## src/dsr_pkg.sv

```systemverilog
// Constants shared by the stop and regeneration control block
package dsr_pkg;
  // ==========================================
  // Register indices
  localparam logic [3:0] A_STOP_SEL = 4'h0;
  localparam logic [3:0] A_REGEN_FUNC = 4'h1;
  localparam logic [3:0] A_DUTY_SET = 4'h2;
  localparam logic [3:0] A_RESTART = 4'h3;
  localparam logic [3:0] A_START_FREQ = 4'h4;
  localparam logic [3:0] A_TERM_SEL = 4'h5;
  localparam logic [3:0] A_CTRL = 4'h6;
  localparam logic [3:0] A_FREQ_CMD = 4'h7;
  localparam logic [3:0] A_STATUS = 4'h8;
  localparam logic [3:0] A_IRQ_STAT = 4'h9;
  localparam logic [3:0] A_IRQ_MASK = 4'ha;
  // ==========================================
  // Reset values and setting codes
  localparam logic [15:0] STOP_SEL_RST = 16'h270f;
  localparam logic [15:0] RESTART_OFF = 16'h270f;
  localparam logic [15:0] SEL_PAIRED_DECEL = 16'h22b8;
  localparam logic [15:0] SEL_DELAY_MAX = 16'h0064;
  localparam logic [15:0] SEL_OFS_MIN = 16'h03e8;
  localparam logic [15:0] SEL_OFS_MAX = 16'h044c;
  localparam logic [7:0] TERM_ALARM_POS = 8'h07;
  localparam logic [7:0] TERM_ALARM_NEG = 8'h6b;
  localparam logic [15:0] WARN_PCT = 16'h0055;
  localparam logic [15:0] FULL_PCT = 16'h0064;
  // ==========================================
  // Field positions
  localparam int P_FWD = 0;
  localparam int P_REV = 1;
  localparam int P_RDY = 2;
  localparam int P_EN = 3;
  localparam int P_OSTOP = 4;
  localparam int PIN_W = 5;
  localparam int IRQ_ALARM = 0;
  localparam int IRQ_FAULT = 1;
  localparam int IRQ_PFAIL = 2;
  localparam int IRQ_SHUT = 3;
  localparam int IRQ_W = 4;
  localparam int CTRL_CLR = 4;
  // ==========================================
  // Timing
  localparam int TICK_S = 1;
  localparam int CLK_HZ = 125_000_000;
  localparam int SEC_CYCLES = TICK_S * CLK_HZ;
  typedef enum logic [2:0] {ST_IDLE, ST_RUN, ST_DECEL, ST_PFAIL, ST_SEARCH} dsr_state_t;
endpackage : dsr_pkg

```

## src/dsr_stop_ctrl.sv

```systemverilog
// Stop method, power failure restart and regeneration duty control
`timescale 1ns/1ps
module dsr_stop_ctrl #(
  parameter int unsigned SEC_CYCLES = dsr_pkg::SEC_CYCLES
) (
  input wire logic clk,
  input wire logic sys_rst,
  input wire logic [3:0] reg_addr,
  input wire logic [15:0] reg_wdata,
  input wire logic reg_wr,
  input wire logic reg_rd,
  output logic [15:0] reg_rdata,
  input wire logic forward_start_input,
  input wire logic reverse_start_input,
  input wire logic conv_ready_input,
  input wire logic run_enable_input,
  input wire logic output_stop_input,
  input wire logic [7:0] regen_duty_meas,
  input wire logic [15:0] detected_speed,
  output logic drive_enable,
  output logic run_status,
  output logic reverse_dir,
  output logic [15:0] out_freq,
  output logic speed_search,
  output logic regen_duty_alarm,
  output logic regen_duty_alarm_term,
  output logic regen_warning_indication,
  output logic regen_overvoltage_fault,
  output logic irq
);
  // ==========================================
  // Registers
  logic [15:0] stop_method_select_ff;
  logic [7:0] regen_function_selector_ff;
  logic [7:0] regen_brake_duty_setting_ff;
  logic [15:0] restart_coast_time_ff;
  logic [15:0] starting_frequency_setting_ff;
  logic [7:0] output_terminal_selector_ff;
  logic [3:0] ctrl_ff;
  logic [15:0] freq_cmd_ff;
  logic [dsr_pkg::IRQ_W-1:0] irq_stat_ff;
  logic [dsr_pkg::IRQ_W-1:0] irq_mask_ff;
  logic [15:0] rdata_ff;
  logic irq_ff;
  logic wr_irq;
  logic fault_clr;

  assign wr_irq = reg_wr && reg_addr == dsr_pkg::A_IRQ_STAT;
  assign fault_clr = reg_wr && reg_addr == dsr_pkg::A_CTRL && reg_wdata[dsr_pkg::CTRL_CLR];

  always_ff @(posedge clk)
  begin
    if (sys_rst)
    begin
      stop_method_select_ff <= dsr_pkg::STOP_SEL_RST;
      regen_function_selector_ff <= 8'h00;
      regen_brake_duty_setting_ff <= 8'h00;
      restart_coast_time_ff <= dsr_pkg::RESTART_OFF;
      starting_frequency_setting_ff <= 16'h0000;
      output_terminal_selector_ff <= 8'h00;
      ctrl_ff <= 4'h0;
      freq_cmd_ff <= 16'h0000;
      irq_mask_ff <= '0;
    end
    else if (reg_wr)
    begin
      unique case (reg_addr)
        dsr_pkg::A_STOP_SEL: stop_method_select_ff <= reg_wdata;
        dsr_pkg::A_REGEN_FUNC: regen_function_selector_ff <= reg_wdata[7:0];
        dsr_pkg::A_DUTY_SET: regen_brake_duty_setting_ff <= reg_wdata[7:0];
        dsr_pkg::A_RESTART: restart_coast_time_ff <= reg_wdata;
        dsr_pkg::A_START_FREQ: starting_frequency_setting_ff <= reg_wdata;
        dsr_pkg::A_TERM_SEL: output_terminal_selector_ff <= reg_wdata[7:0];
        dsr_pkg::A_CTRL: ctrl_ff <= reg_wdata[3:0];
        dsr_pkg::A_FREQ_CMD: freq_cmd_ff <= reg_wdata;
        dsr_pkg::A_IRQ_MASK: irq_mask_ff <= reg_wdata[dsr_pkg::IRQ_W-1:0];
        default: ;
      endcase
    end
  end

  // ==========================================
  // Pin synchronisers
  logic [dsr_pkg::PIN_W-1:0] pin_s1_ff;
  logic [dsr_pkg::PIN_W-1:0] pin_s2_ff;
  logic fwd, rev, rdy, en_ok;

  always_ff @(posedge clk)
  begin
    if (sys_rst)
    begin
      pin_s1_ff <= '0;
      pin_s2_ff <= '0;
    end
    else
    begin
      pin_s1_ff <= {output_stop_input, run_enable_input, conv_ready_input,
                    reverse_start_input, forward_start_input};
      pin_s2_ff <= pin_s1_ff;
    end
  end

  assign fwd = pin_s2_ff[dsr_pkg::P_FWD];
  assign rev = pin_s2_ff[dsr_pkg::P_REV];
  assign rdy = pin_s2_ff[dsr_pkg::P_RDY];
  // Either blocking input holds the output off
  assign en_ok = pin_s2_ff[dsr_pkg::P_EN] && !pin_s2_ff[dsr_pkg::P_OSTOP];

  // ==========================================
  // Stop method decode
  logic ofs_range, paired, override, delay_mode, start_cmd, dir_cmd, restart_en;
  logic [15:0] delay_s;

  assign ofs_range = stop_method_select_ff >= dsr_pkg::SEL_OFS_MIN
                     && stop_method_select_ff <= dsr_pkg::SEL_OFS_MAX;
  assign paired = ofs_range || stop_method_select_ff == dsr_pkg::SEL_PAIRED_DECEL;
  assign override = |ctrl_ff;
  assign delay_mode = !override
                      && (stop_method_select_ff <= dsr_pkg::SEL_DELAY_MAX || ofs_range);
  assign delay_s = ofs_range ? stop_method_select_ff - dsr_pkg::SEL_OFS_MIN
                             : stop_method_select_ff;
  assign start_cmd = paired ? fwd : (fwd || rev);
  assign dir_cmd = paired ? rev : (rev && !fwd);
  // Restart only if software enabled it (selector expected at 2 then)
  assign restart_en = restart_coast_time_ff != dsr_pkg::RESTART_OFF;

  // ==========================================
  // Coast delay timer
  logic [26:0] pre_ff;
  logic [15:0] sec_ff;
  logic timing_ff;
  logic start_q_ff;
  logic expire;
  dsr_pkg::dsr_state_t state_ff, nxt_state;

  assign expire = timing_ff && sec_ff >= delay_s;

  always_ff @(posedge clk)
  begin
    if (sys_rst)
    begin
      pre_ff <= 27'h0;
      sec_ff <= 16'h0;
      timing_ff <= 1'b0;
      start_q_ff <= 1'b0;
    end
    else
    begin
      start_q_ff <= start_cmd;
      if (start_cmd || state_ff != dsr_pkg::ST_RUN)
        timing_ff <= 1'b0;
      else if (start_q_ff)
      begin
        pre_ff <= 27'h0;
        sec_ff <= 16'h0;
        timing_ff <= 1'b1;
      end
      else if (timing_ff && !expire)
      begin
        if (pre_ff == 27'(SEC_CYCLES - 1))
        begin
          pre_ff <= 27'h0;
          sec_ff <= sec_ff + 16'h1;
        end
        else
          pre_ff <= pre_ff + 27'h1;
      end
    end
  end

  // ==========================================
  // Run state machine
  logic fault_ff;
  logic trip;
  logic [15:0] freq_ff;

  // Only the fault and the enable inputs trip; the duty alarm never does
  assign trip = fault_ff || !en_ok;

  always_comb
  begin
    nxt_state = state_ff;
    unique case (state_ff)
      dsr_pkg::ST_IDLE:
        if (start_cmd && !trip && !rdy)
          nxt_state = dsr_pkg::ST_RUN;
      dsr_pkg::ST_RUN:
        if (trip)
          nxt_state = dsr_pkg::ST_IDLE;
        else if (rdy)
          nxt_state = dsr_pkg::ST_PFAIL;
        else if (!start_cmd && !delay_mode)
          nxt_state = dsr_pkg::ST_DECEL;
        else if (!start_cmd && expire)
          nxt_state = dsr_pkg::ST_IDLE;
      dsr_pkg::ST_DECEL:
        if (trip)
          nxt_state = dsr_pkg::ST_IDLE;
        else if (rdy)
          nxt_state = dsr_pkg::ST_PFAIL;
        else if (start_cmd)
          nxt_state = dsr_pkg::ST_RUN;
        else if (freq_ff == 16'h0)
          nxt_state = dsr_pkg::ST_IDLE;
      dsr_pkg::ST_PFAIL:
        if (!rdy)
          nxt_state = restart_en && !trip ? dsr_pkg::ST_SEARCH
                                          : dsr_pkg::ST_IDLE;
      dsr_pkg::ST_SEARCH:
        nxt_state = trip ? dsr_pkg::ST_IDLE : dsr_pkg::ST_RUN;
      default:
        nxt_state = dsr_pkg::ST_IDLE;
    endcase
  end

  logic drive_en_ff, dir_ff, search_ff;

  always_ff @(posedge clk)
  begin
    if (sys_rst)
    begin
      state_ff <= dsr_pkg::ST_IDLE;
      drive_en_ff <= 1'b0;
      dir_ff <= 1'b0;
      search_ff <= 1'b0;
    end
    else
    begin
      state_ff <= nxt_state;
      // Running status is the output gate itself, so both drop together
      drive_en_ff <= nxt_state == dsr_pkg::ST_RUN || nxt_state == dsr_pkg::ST_DECEL
                     || nxt_state == dsr_pkg::ST_SEARCH;
      search_ff <= nxt_state == dsr_pkg::ST_SEARCH && state_ff != dsr_pkg::ST_SEARCH;
      if (nxt_state == dsr_pkg::ST_RUN && start_cmd)
        dir_ff <= dir_cmd;
    end
  end

  // ==========================================
  // Output frequency ramp, one step per clock
  logic [15:0] tgt;

  assign tgt = state_ff == dsr_pkg::ST_DECEL ? 16'h0 : freq_cmd_ff;

  always_ff @(posedge clk)
  begin
    if (sys_rst)
      freq_ff <= 16'h0;
    else if (nxt_state == dsr_pkg::ST_SEARCH)
      freq_ff <= detected_speed;
    else if (state_ff == dsr_pkg::ST_IDLE && nxt_state == dsr_pkg::ST_RUN)
      freq_ff <= starting_frequency_setting_ff;
    else if (nxt_state == dsr_pkg::ST_IDLE || nxt_state == dsr_pkg::ST_PFAIL)
      freq_ff <= 16'h0;
    else if (freq_ff < tgt)
      freq_ff <= freq_ff + 16'h1;
    else if (freq_ff > tgt)
      freq_ff <= freq_ff - 16'h1;
  end

  // ==========================================
  // Regenerative duty supervision
  logic warn, full;
  logic alarm_ff, term_ff, ind_ff;

  // Measured duty is in the same percent units as the duty setting
  assign warn = regen_brake_duty_setting_ff != 8'h0
                && 16'(regen_duty_meas) * dsr_pkg::FULL_PCT
                   >= 16'(regen_brake_duty_setting_ff) * dsr_pkg::WARN_PCT;
  assign full = regen_brake_duty_setting_ff != 8'h0
                && regen_duty_meas >= regen_brake_duty_setting_ff;

  always_ff @(posedge clk)
  begin
    if (sys_rst)
    begin
      alarm_ff <= 1'b0;
      ind_ff <= 1'b0;
      term_ff <= 1'b0;
      fault_ff <= 1'b0;
    end
    else
    begin
      alarm_ff <= warn;
      ind_ff <= warn && regen_function_selector_ff != 8'h0;
      if (output_terminal_selector_ff == dsr_pkg::TERM_ALARM_POS)
        term_ff <= alarm_ff;
      else if (output_terminal_selector_ff == dsr_pkg::TERM_ALARM_NEG)
        term_ff <= !alarm_ff;
      else
        term_ff <= 1'b0;
      // A new overload wins over a clear in the same cycle
      if (full)
        fault_ff <= 1'b1;
      else if (fault_clr)
        fault_ff <= 1'b0;
    end
  end

  // ==========================================
  // Interrupts and read port
  logic [dsr_pkg::IRQ_W-1:0] ev;
  logic [15:0] status;

  assign ev = {drive_en_ff && !(drive_en_ff && nxt_state != dsr_pkg::ST_IDLE
                                && nxt_state != dsr_pkg::ST_PFAIL),
               state_ff != dsr_pkg::ST_PFAIL && nxt_state == dsr_pkg::ST_PFAIL,
               full && !fault_ff,
               warn && !alarm_ff};
  assign status = {8'h0, fault_ff, alarm_ff, rdy, en_ok, dir_ff, state_ff};

  always_ff @(posedge clk)
  begin
    if (sys_rst)
    begin
      irq_stat_ff <= '0;
      irq_ff <= 1'b0;
      rdata_ff <= 16'h0;
    end
    else
    begin
      irq_stat_ff <= (irq_stat_ff & ~(wr_irq ? reg_wdata[dsr_pkg::IRQ_W-1:0] : '0)) | ev;
      irq_ff <= |(irq_stat_ff & irq_mask_ff);
      rdata_ff <= 16'h0;
      if (reg_rd)
      begin
        unique case (reg_addr)
          dsr_pkg::A_STOP_SEL: rdata_ff <= stop_method_select_ff;
          dsr_pkg::A_REGEN_FUNC: rdata_ff <= {8'h0, regen_function_selector_ff};
          dsr_pkg::A_DUTY_SET: rdata_ff <= {8'h0, regen_brake_duty_setting_ff};
          dsr_pkg::A_RESTART: rdata_ff <= restart_coast_time_ff;
          dsr_pkg::A_START_FREQ: rdata_ff <= starting_frequency_setting_ff;
          dsr_pkg::A_TERM_SEL: rdata_ff <= {8'h0, output_terminal_selector_ff};
          dsr_pkg::A_CTRL: rdata_ff <= {12'h0, ctrl_ff};
          dsr_pkg::A_FREQ_CMD: rdata_ff <= freq_cmd_ff;
          dsr_pkg::A_STATUS: rdata_ff <= status;
          dsr_pkg::A_IRQ_STAT: rdata_ff <= {12'h0, irq_stat_ff};
          dsr_pkg::A_IRQ_MASK: rdata_ff <= {12'h0, irq_mask_ff};
          default: rdata_ff <= 16'h0;
        endcase
      end
    end
  end

  assign reg_rdata = rdata_ff;
  assign drive_enable = drive_en_ff;
  assign run_status = drive_en_ff;
  assign reverse_dir = dir_ff;
  assign out_freq = freq_ff;
  assign speed_search = search_ff;
  assign regen_duty_alarm = alarm_ff;
  assign regen_duty_alarm_term = term_ff;
  assign regen_warning_indication = ind_ff;
  assign regen_overvoltage_fault = fault_ff;
  assign irq = irq_ff;
endmodule : dsr_stop_ctrl

```

## config.mk

```make
export PLATFORM = sky130hd
export DESIGN_NAME = dsr_stop_ctrl
export DESIGN_NICKNAME = d
export VERILOG_FILES = /design/src/dsr_pkg.sv /design/src/dsr_stop_ctrl.sv
export SDC_FILE = /design/constraint.sdc
export NUM_CORES = 1
export LEC_CHECK = 0
export BUFFER_PORTS_ARGS = -buffer_cell sky130_fd_sc_hd__buf_4
export CORE_ASPECT_RATIO = 0.6
export CORE_MARGIN = 5
export CORE_UTILIZATION = 25
export DETAILED_ROUTE_END_ITERATION = 8
export RECOVER_POWER = 100
export SLEW_MARGIN = 20
export SYNTH_ARGS = -nofsm -noshare
export SYNTH_HDL_FRONTEND = slang
export SYNTH_SLANG_ARGS = --single-unit
```

## constraint.sdc

```tcl
create_clock -name clk -period 8.4 [get_ports clk]
set_input_delay 0.42 -clock clk [delete_from_list [all_inputs] [get_ports clk]]
set_output_delay 0.42 -clock clk [all_outputs]
set_load 0.02 [all_outputs]
```

==> flow_results.xml <==
<?xml version="1.0" encoding="UTF-8"?>
<metrics>
  <group name="synth">
    <metric name="synth_ff_type" unit="">sky130_fd_sc_hd__dfxtp_1</metric>
    <metric name="synth.avg_cell_area" unit="um2">8.18</metric>
    <metric name="synth_async_sr_flop_share" unit="%">0</metric>
    <metric name="leading_area_contributor_after_synthesis" unit="">sky130_fd_sc_hd__dfxtp_1</metric>
    <metric name="synthDominantCellAreaShare" unit="%">31.0</metric>
    <metric name="ys_seq_area_share" unit="%">31.0</metric>
    <metric name="count_of_flip_flops_with_a_built_in_enable_after_synthesis" unit="">0</metric>
    <metric name="mappedNetlistArea" unit="um2">12800</metric>
    <metric name="synth_area_leaders" unit="">sky130_fd_sc_hd__dfxtp_1, sky130_fd_sc_hd__ha_1, sky130_fd_sc_hd__nand2_1, sky130_fd_sc_hd__a21oi_1, sky130_fd_sc_hd__inv_1</metric>
    <metric name="ys.warnings.count" unit="">0</metric>
    <metric name="synth_nets" unit="">1759</metric>
    <metric name="synth.ff_latch_count" unit="">198</metric>
    <metric name="synthesis.instances" unit="">1563</metric>
    <metric name="number_of_library_cell_types_mapped_by_synthesis" unit="">87</metric>
  </group>
  <group name="worst_setup_path">
    <metric name="worst_setup_path_end_kind" unit="">flop</metric>
    <metric name="timing.rr.start" unit="">stop_method_select_ff[5]$_SDFFE_PP0P_</metric>
    <metric name="worst_path_cell_chain" unit="">o21ai_0 &gt; o21ai_0 &gt; o311ai_4 &gt; nor2_1 &gt; xnor2_1 &gt; ha_1 &gt; and4_1 &gt; o21ai_0 &gt; or4_1 &gt; a31o_2 &gt; a31oi_1 &gt; nor3_1 &gt; nand4_1 &gt; mux2_2</metric>
    <metric name="critical_path_maximum_fanout" unit="">19</metric>
    <metric name="cell_at_the_slowest_stage_of_the_critical_path" unit="">sky130_fd_sc_hd__a31oi_1</metric>
    <metric name="ff2ff_path_depth" unit="">14</metric>
    <metric name="cp_common_cell" unit="">sky130_fd_sc_hd__o21ai_0</metric>
    <metric name="worstSetupPathType" unit="">flop to flop</metric>
    <metric name="cp.arrival" unit="ns">6.17</metric>
    <metric name="setup_slack_reg_to_reg" unit="ns">2.57</metric>
    <metric name="r2r_end" unit="">pre_ff[23]$_SDFFE_PP0P_</metric>
    <metric name="timing.critical_path.required" unit="ns">8.74</metric>
    <metric name="crit_path_start_kind" unit="">flop</metric>
    <metric name="cp_slowest_stage_delay" unit="ns">1.29</metric>
  </group>
  <group name="place">
    <metric name="place_inst" unit="">2279</metric>
    <metric name="routabilityCongestion" unit="">0.934</metric>
    <metric name="hpwlAfterDp" unit="um">32200</metric>
    <metric name="placement.cell_area" unit="um2">14100</metric>
    <metric name="port-buffer-count" unit="">93</metric>
  </group>
  <group name="die">
    <metric name="die_footprint" unit="um2">55900</metric>
    <metric name="initial_core_utilization" unit="%">25.2</metric>
    <metric name="floorplan.rows" unit="">64</metric>
    <metric name="top_level_ports" unit="">94</metric>
    <metric name="core_area" unit="um2">50800</metric>
    <metric name="die_h" unit="um">185</metric>
    <metric name="floorplan.die.width" unit="um">302</metric>
  </group>
  <group name="sta">
    <metric name="final_hold_viol_count" unit="">0</metric>
    <metric name="timing_worst_slew_pin_value" unit="ns">4.11</metric>
    <metric name="finalMaxSlewViolations" unit="">207</metric>
    <metric name="setup_tns" unit="ns">0</metric>
    <metric name="timing.final.setup_violations" unit="">0</metric>
    <metric name="final.period_utilization" unit="%">69.4</metric>
    <metric name="final_period_minus_worst_setup_slack" unit="ns">5.83</metric>
    <metric name="unrepaired_setup_endpoints_after_global_routing" unit="">no</metric>
    <metric name="clock.fmax" unit="MHz">172</metric>
    <metric name="final.setup_skew" unit="ns">0.0181</metric>
    <metric name="relSlewSlack" unit="%">-174</metric>
  </group>
  <group name="cts">
    <metric name="cts_resized" unit="">0</metric>
    <metric name="clk_pin_slew_worst_paths" unit="ns">0.08</metric>
    <metric name="clock_sinks" unit="">198</metric>
    <metric name="hold_buffers" unit="">0</metric>
    <metric name="clock_tree.htree_level_count" unit="">4</metric>
    <metric name="post_cts_setup_buffer_count" unit="">0</metric>
    <metric name="clock_insertion_delay_worst_skew" unit="ns">0.46</metric>
    <metric name="cts.root.buffer_cell" unit="">sky130_fd_sc_hd__clkbuf_16</metric>
    <metric name="cts-buffers-inserted" unit="">17</metric>
    <metric name="cts_max_path_buffers" unit="">2</metric>
    <metric name="clock_tree_from_tritoncts" unit="">yes</metric>
  </group>
  <group name="cells_and_area">
    <metric name="total_nets_final" unit="">1801</metric>
    <metric name="area.growth.synth_to_final" unit="%">12.8</metric>
    <metric name="drive_above_1_share" unit="%">7.73</metric>
    <metric name="layoutNonFillerInstCount" unit="">2312</metric>
    <metric name="filler_cell_count" unit="">5526</metric>
    <metric name="commonest_non_fill_non_tap_cell_in_the_layout" unit="">sky130_fd_sc_hd__nand2_1</metric>
    <metric name="layout.cell_area.non_filler" unit="um2">14400</metric>
    <metric name="final_cell_mix" unit="">sky130_fd_sc_hd__nand2_1, sky130_fd_sc_hd__dfxtp_1, sky130_fd_sc_hd__a21oi_1, sky130_fd_sc_hd__ha_1, sky130_fd_sc_hd__inv_1</metric>
  </group>
  <group name="routing">
    <metric name="detail_route.drc_violations" unit="">0</metric>
    <metric name="drt.antenna.violating_nets" unit="">0</metric>
    <metric name="dr.first_iter.drc_count" unit="">1276</metric>
    <metric name="route.vias.total" unit="">11800</metric>
    <metric name="routed_wirelength" unit="um">42400</metric>
    <metric name="detail_route.first_pass.iterations" unit="">6</metric>
    <metric name="route.detailed.wl_per_inst" unit="um">18.3</metric>
    <metric name="vias_per_cell" unit="">5.12</metric>
  </group>
  <group name="pwr">
    <metric name="p_per_area" unit="nW/um2">153</metric>
    <metric name="cellLeakagePower" unit="nW">5.47</metric>
    <metric name="peakVddDrop" unit="V">0.000110</metric>
    <metric name="power.total" unit="mW">2.21</metric>
  </group>
  <group name="worst_hold_path">
    <metric name="holdPathEnd" unit="">pin_s1_ff[3]$_SDFF_PP0_</metric>
    <metric name="hold_depth" unit="">2</metric>
    <metric name="hp-class" unit="">primary input to flop</metric>
    <metric name="min_from" unit="">run_enable_input</metric>
  </group>
  <group name="grt">
    <metric name="number_of_antenna_violations_at_the_first_check_in_global_routing" unit="">1</metric>
    <metric name="grt_max_degree" unit="">86</metric>
    <metric name="global_route_wire_length_before_repair" unit="um">65500</metric>
    <metric name="grt.total_usage" unit="%">14.8</metric>
    <metric name="grt_overflow" unit="">0</metric>
    <metric name="via_count_of_the_first_global_routing_pass" unit="">11000</metric>
  </group>
  <group name="status">
    <metric name="violations" unit="">capacitance limit, slew limit</metric>
    <metric name="outcome" unit="">finished, violations left</metric>
  </group>
  <group name="run">
    <metric name="max-cap-violations" unit="">6</metric>
  </group>
</metrics>
-- area by class of cell --
type | instances | area [um2] | share of cell area [%]
multi-input cells | 1183 | 7990 | 55.4
flip-flops and latches | 198 | 3960 | 27.5
well taps | 693 | 867 | 6.02
repair buffers | 101 | 586 | 4.06
clock buffers | 17 | 425 | 2.95
inverters | 104 | 390 | 2.71
clock inverters | 15 | 189 | 1.31
diodes | 1 | 2.50 | 0.0174
-- flip-flops by register name (all words and copies together), names as in the netlist, 3 cells and up --
| name | count |
|---|---|
| pre_ff | 27 |
| freq_cmd_ff | 16 |
| out_freq | 16 |
| reg_rdata | 16 |
| restart_coast_time_ff | 16 |
| sec_ff | 16 |
| starting_frequency_setting_ff | 16 |
| stop_method_select_ff | 16 |
| output_terminal_selector_ff | 8 |
| regen_brake_duty_setting_ff | 8 |
| regen_function_selector_ff | 8 |
| pin_s1_ff | 5 |
| pin_s2_ff | 5 |
| ctrl_ff | 4 |
| irq_mask_ff | 4 |
| irq_stat_ff | 4 |
| state_ff | 3 |
-- worst max-delay path by stage --
stage	start	endpoint	slack, ns	depth (start not counted)
after floorplan	regen_brake_duty_setting_ff[1]$_SDFFE_PP0P_	regen_duty_alarm$_SDFF_PP0_	3.81	22
after global placement	regen_brake_duty_setting_ff[1]$_SDFFE_PP0P_	regen_duty_alarm$_SDFF_PP0_	3.31	22
after detailed placement	regen_brake_duty_setting_ff[1]$_SDFFE_PP0P_	regen_duty_alarm$_SDFF_PP0_	3.15	22
after CTS	regen_brake_duty_setting_ff[1]$_SDFFE_PP0P_	regen_duty_alarm$_SDFF_PP0_	3.13	22
after global routing	stop_method_select_ff[9]$_SDFFE_PP1P_	pre_ff[15]$_SDFFE_PP0P_	2.16	15
final	stop_method_select_ff[5]$_SDFFE_PP0P_	pre_ff[23]$_SDFFE_PP0P_	2.57	14
-- Yosys cell counts (6+ instances only) --
master / number
sky130_fd_sc_hd__dfxtp_1: 198
sky130_fd_sc_hd__clkbuf_1: 57
sky130_fd_sc_hd__o211ai_1: 17
sky130_fd_sc_hd__fa_1: 12
sky130_fd_sc_hd__a31oi_1: 19
sky130_fd_sc_hd__or3_1: 8
sky130_fd_sc_hd__buf_2: 7
sky130_fd_sc_hd__nand4_1: 25
sky130_fd_sc_hd__xnor2_1: 37
sky130_fd_sc_hd__a221oi_2: 10
sky130_fd_sc_hd__mux2i_1: 21
sky130_fd_sc_hd__nor3_1: 27
sky130_fd_sc_hd__and3_1: 23
sky130_fd_sc_hd__a22oi_1: 40
sky130_fd_sc_hd__o31ai_1: 9
sky130_fd_sc_hd__buf_1: 9
sky130_fd_sc_hd__nand3_1: 63
sky130_fd_sc_hd__nor2_1: 94
sky130_fd_sc_hd__and2_1: 18
sky130_fd_sc_hd__a21oi_1: 134
sky130_fd_sc_hd__a31o_2: 11
sky130_fd_sc_hd__inv_1: 104
sky130_fd_sc_hd__o21a_1: 13
sky130_fd_sc_hd__a21o_1: 16
sky130_fd_sc_hd__ha_1: 131
sky130_fd_sc_hd__nor4b_1: 10
sky130_fd_sc_hd__nand2b_1: 19
sky130_fd_sc_hd__nand2_1: 225
sky130_fd_sc_hd__o21ai_0: 45
sky130_fd_sc_hd__nor2b_1: 20
sky130_fd_sc_hd__a211oi_1: 6
sky130_fd_sc_hd__nor4_1: 13
-- cell families (layout without fill, tap and decap cells) --
kind of cell / Yosys count / count (layout) / share of synthesized area, %
other: 0 / 1 / 0
adders and majority gates: 144 / 144 / 14.8
AOI/OAI and AO/OA: 381 / 381 / 20.4
and+or+nand+nor: 588 / 588 / 22.9
muxes: 28 / 28 / 2.26
buffers and inverters: 182 / 237 / 5.65
xor gates and xnor gates: 42 / 42 / 2.99
DFF: 198 / 198 / 31.0
-- routing by layer --
metal	up-vias	GRT usage (%)	routed length, um
met5	-	0	0
met4	0	3.03	602
met3	42	3.54	3610
met2	424	20.9	17400
met1	5676	22.6	20800
li1	5697	-	-
-- through the flow --
| step | util (%) | setup slack, ns | hold slack (ns) |
|---|---|---|---|
| 6_report | 28.4 | 2.57 | 0.183 |
| 5_1_grt | 28.4 | 2.16 | 0.176 |
| 4_1_cts | 28.9 | 3.13 | 0.169 |
| 3_5_place_dp | 27.7 | 3.15 | 0.430 |
| 3_3_place_gp | 27.7 | 3.31 | 0.444 |
| 2_1_floorplan | - | 3.81 | 0.414 |
-- power by group --
part | internal [mW] | switching, mW | leakage (nW) | total [mW]
combinational | 0.154 | 0.236 | 3.57 | 0.389
clock | 0.406 | 0.444 | 0.295 | 0.849
sequential | 0.950 | 0.0187 | 1.60 | 0.969
total | 1.51 | 0.698 | 5.47 | 2.21
-- worst max-delay path, delay by kind of cell (launching register included) --
family	cells	cell delay [ns]
simple gates	5	1.77
xor+xnor	1	0.10
compound gates	6	2.59
flops	1	0.59
mux	1	0.35
fa+ha+maj	1	0.31
Note: power is estimated with default switching activity, not from simulation.
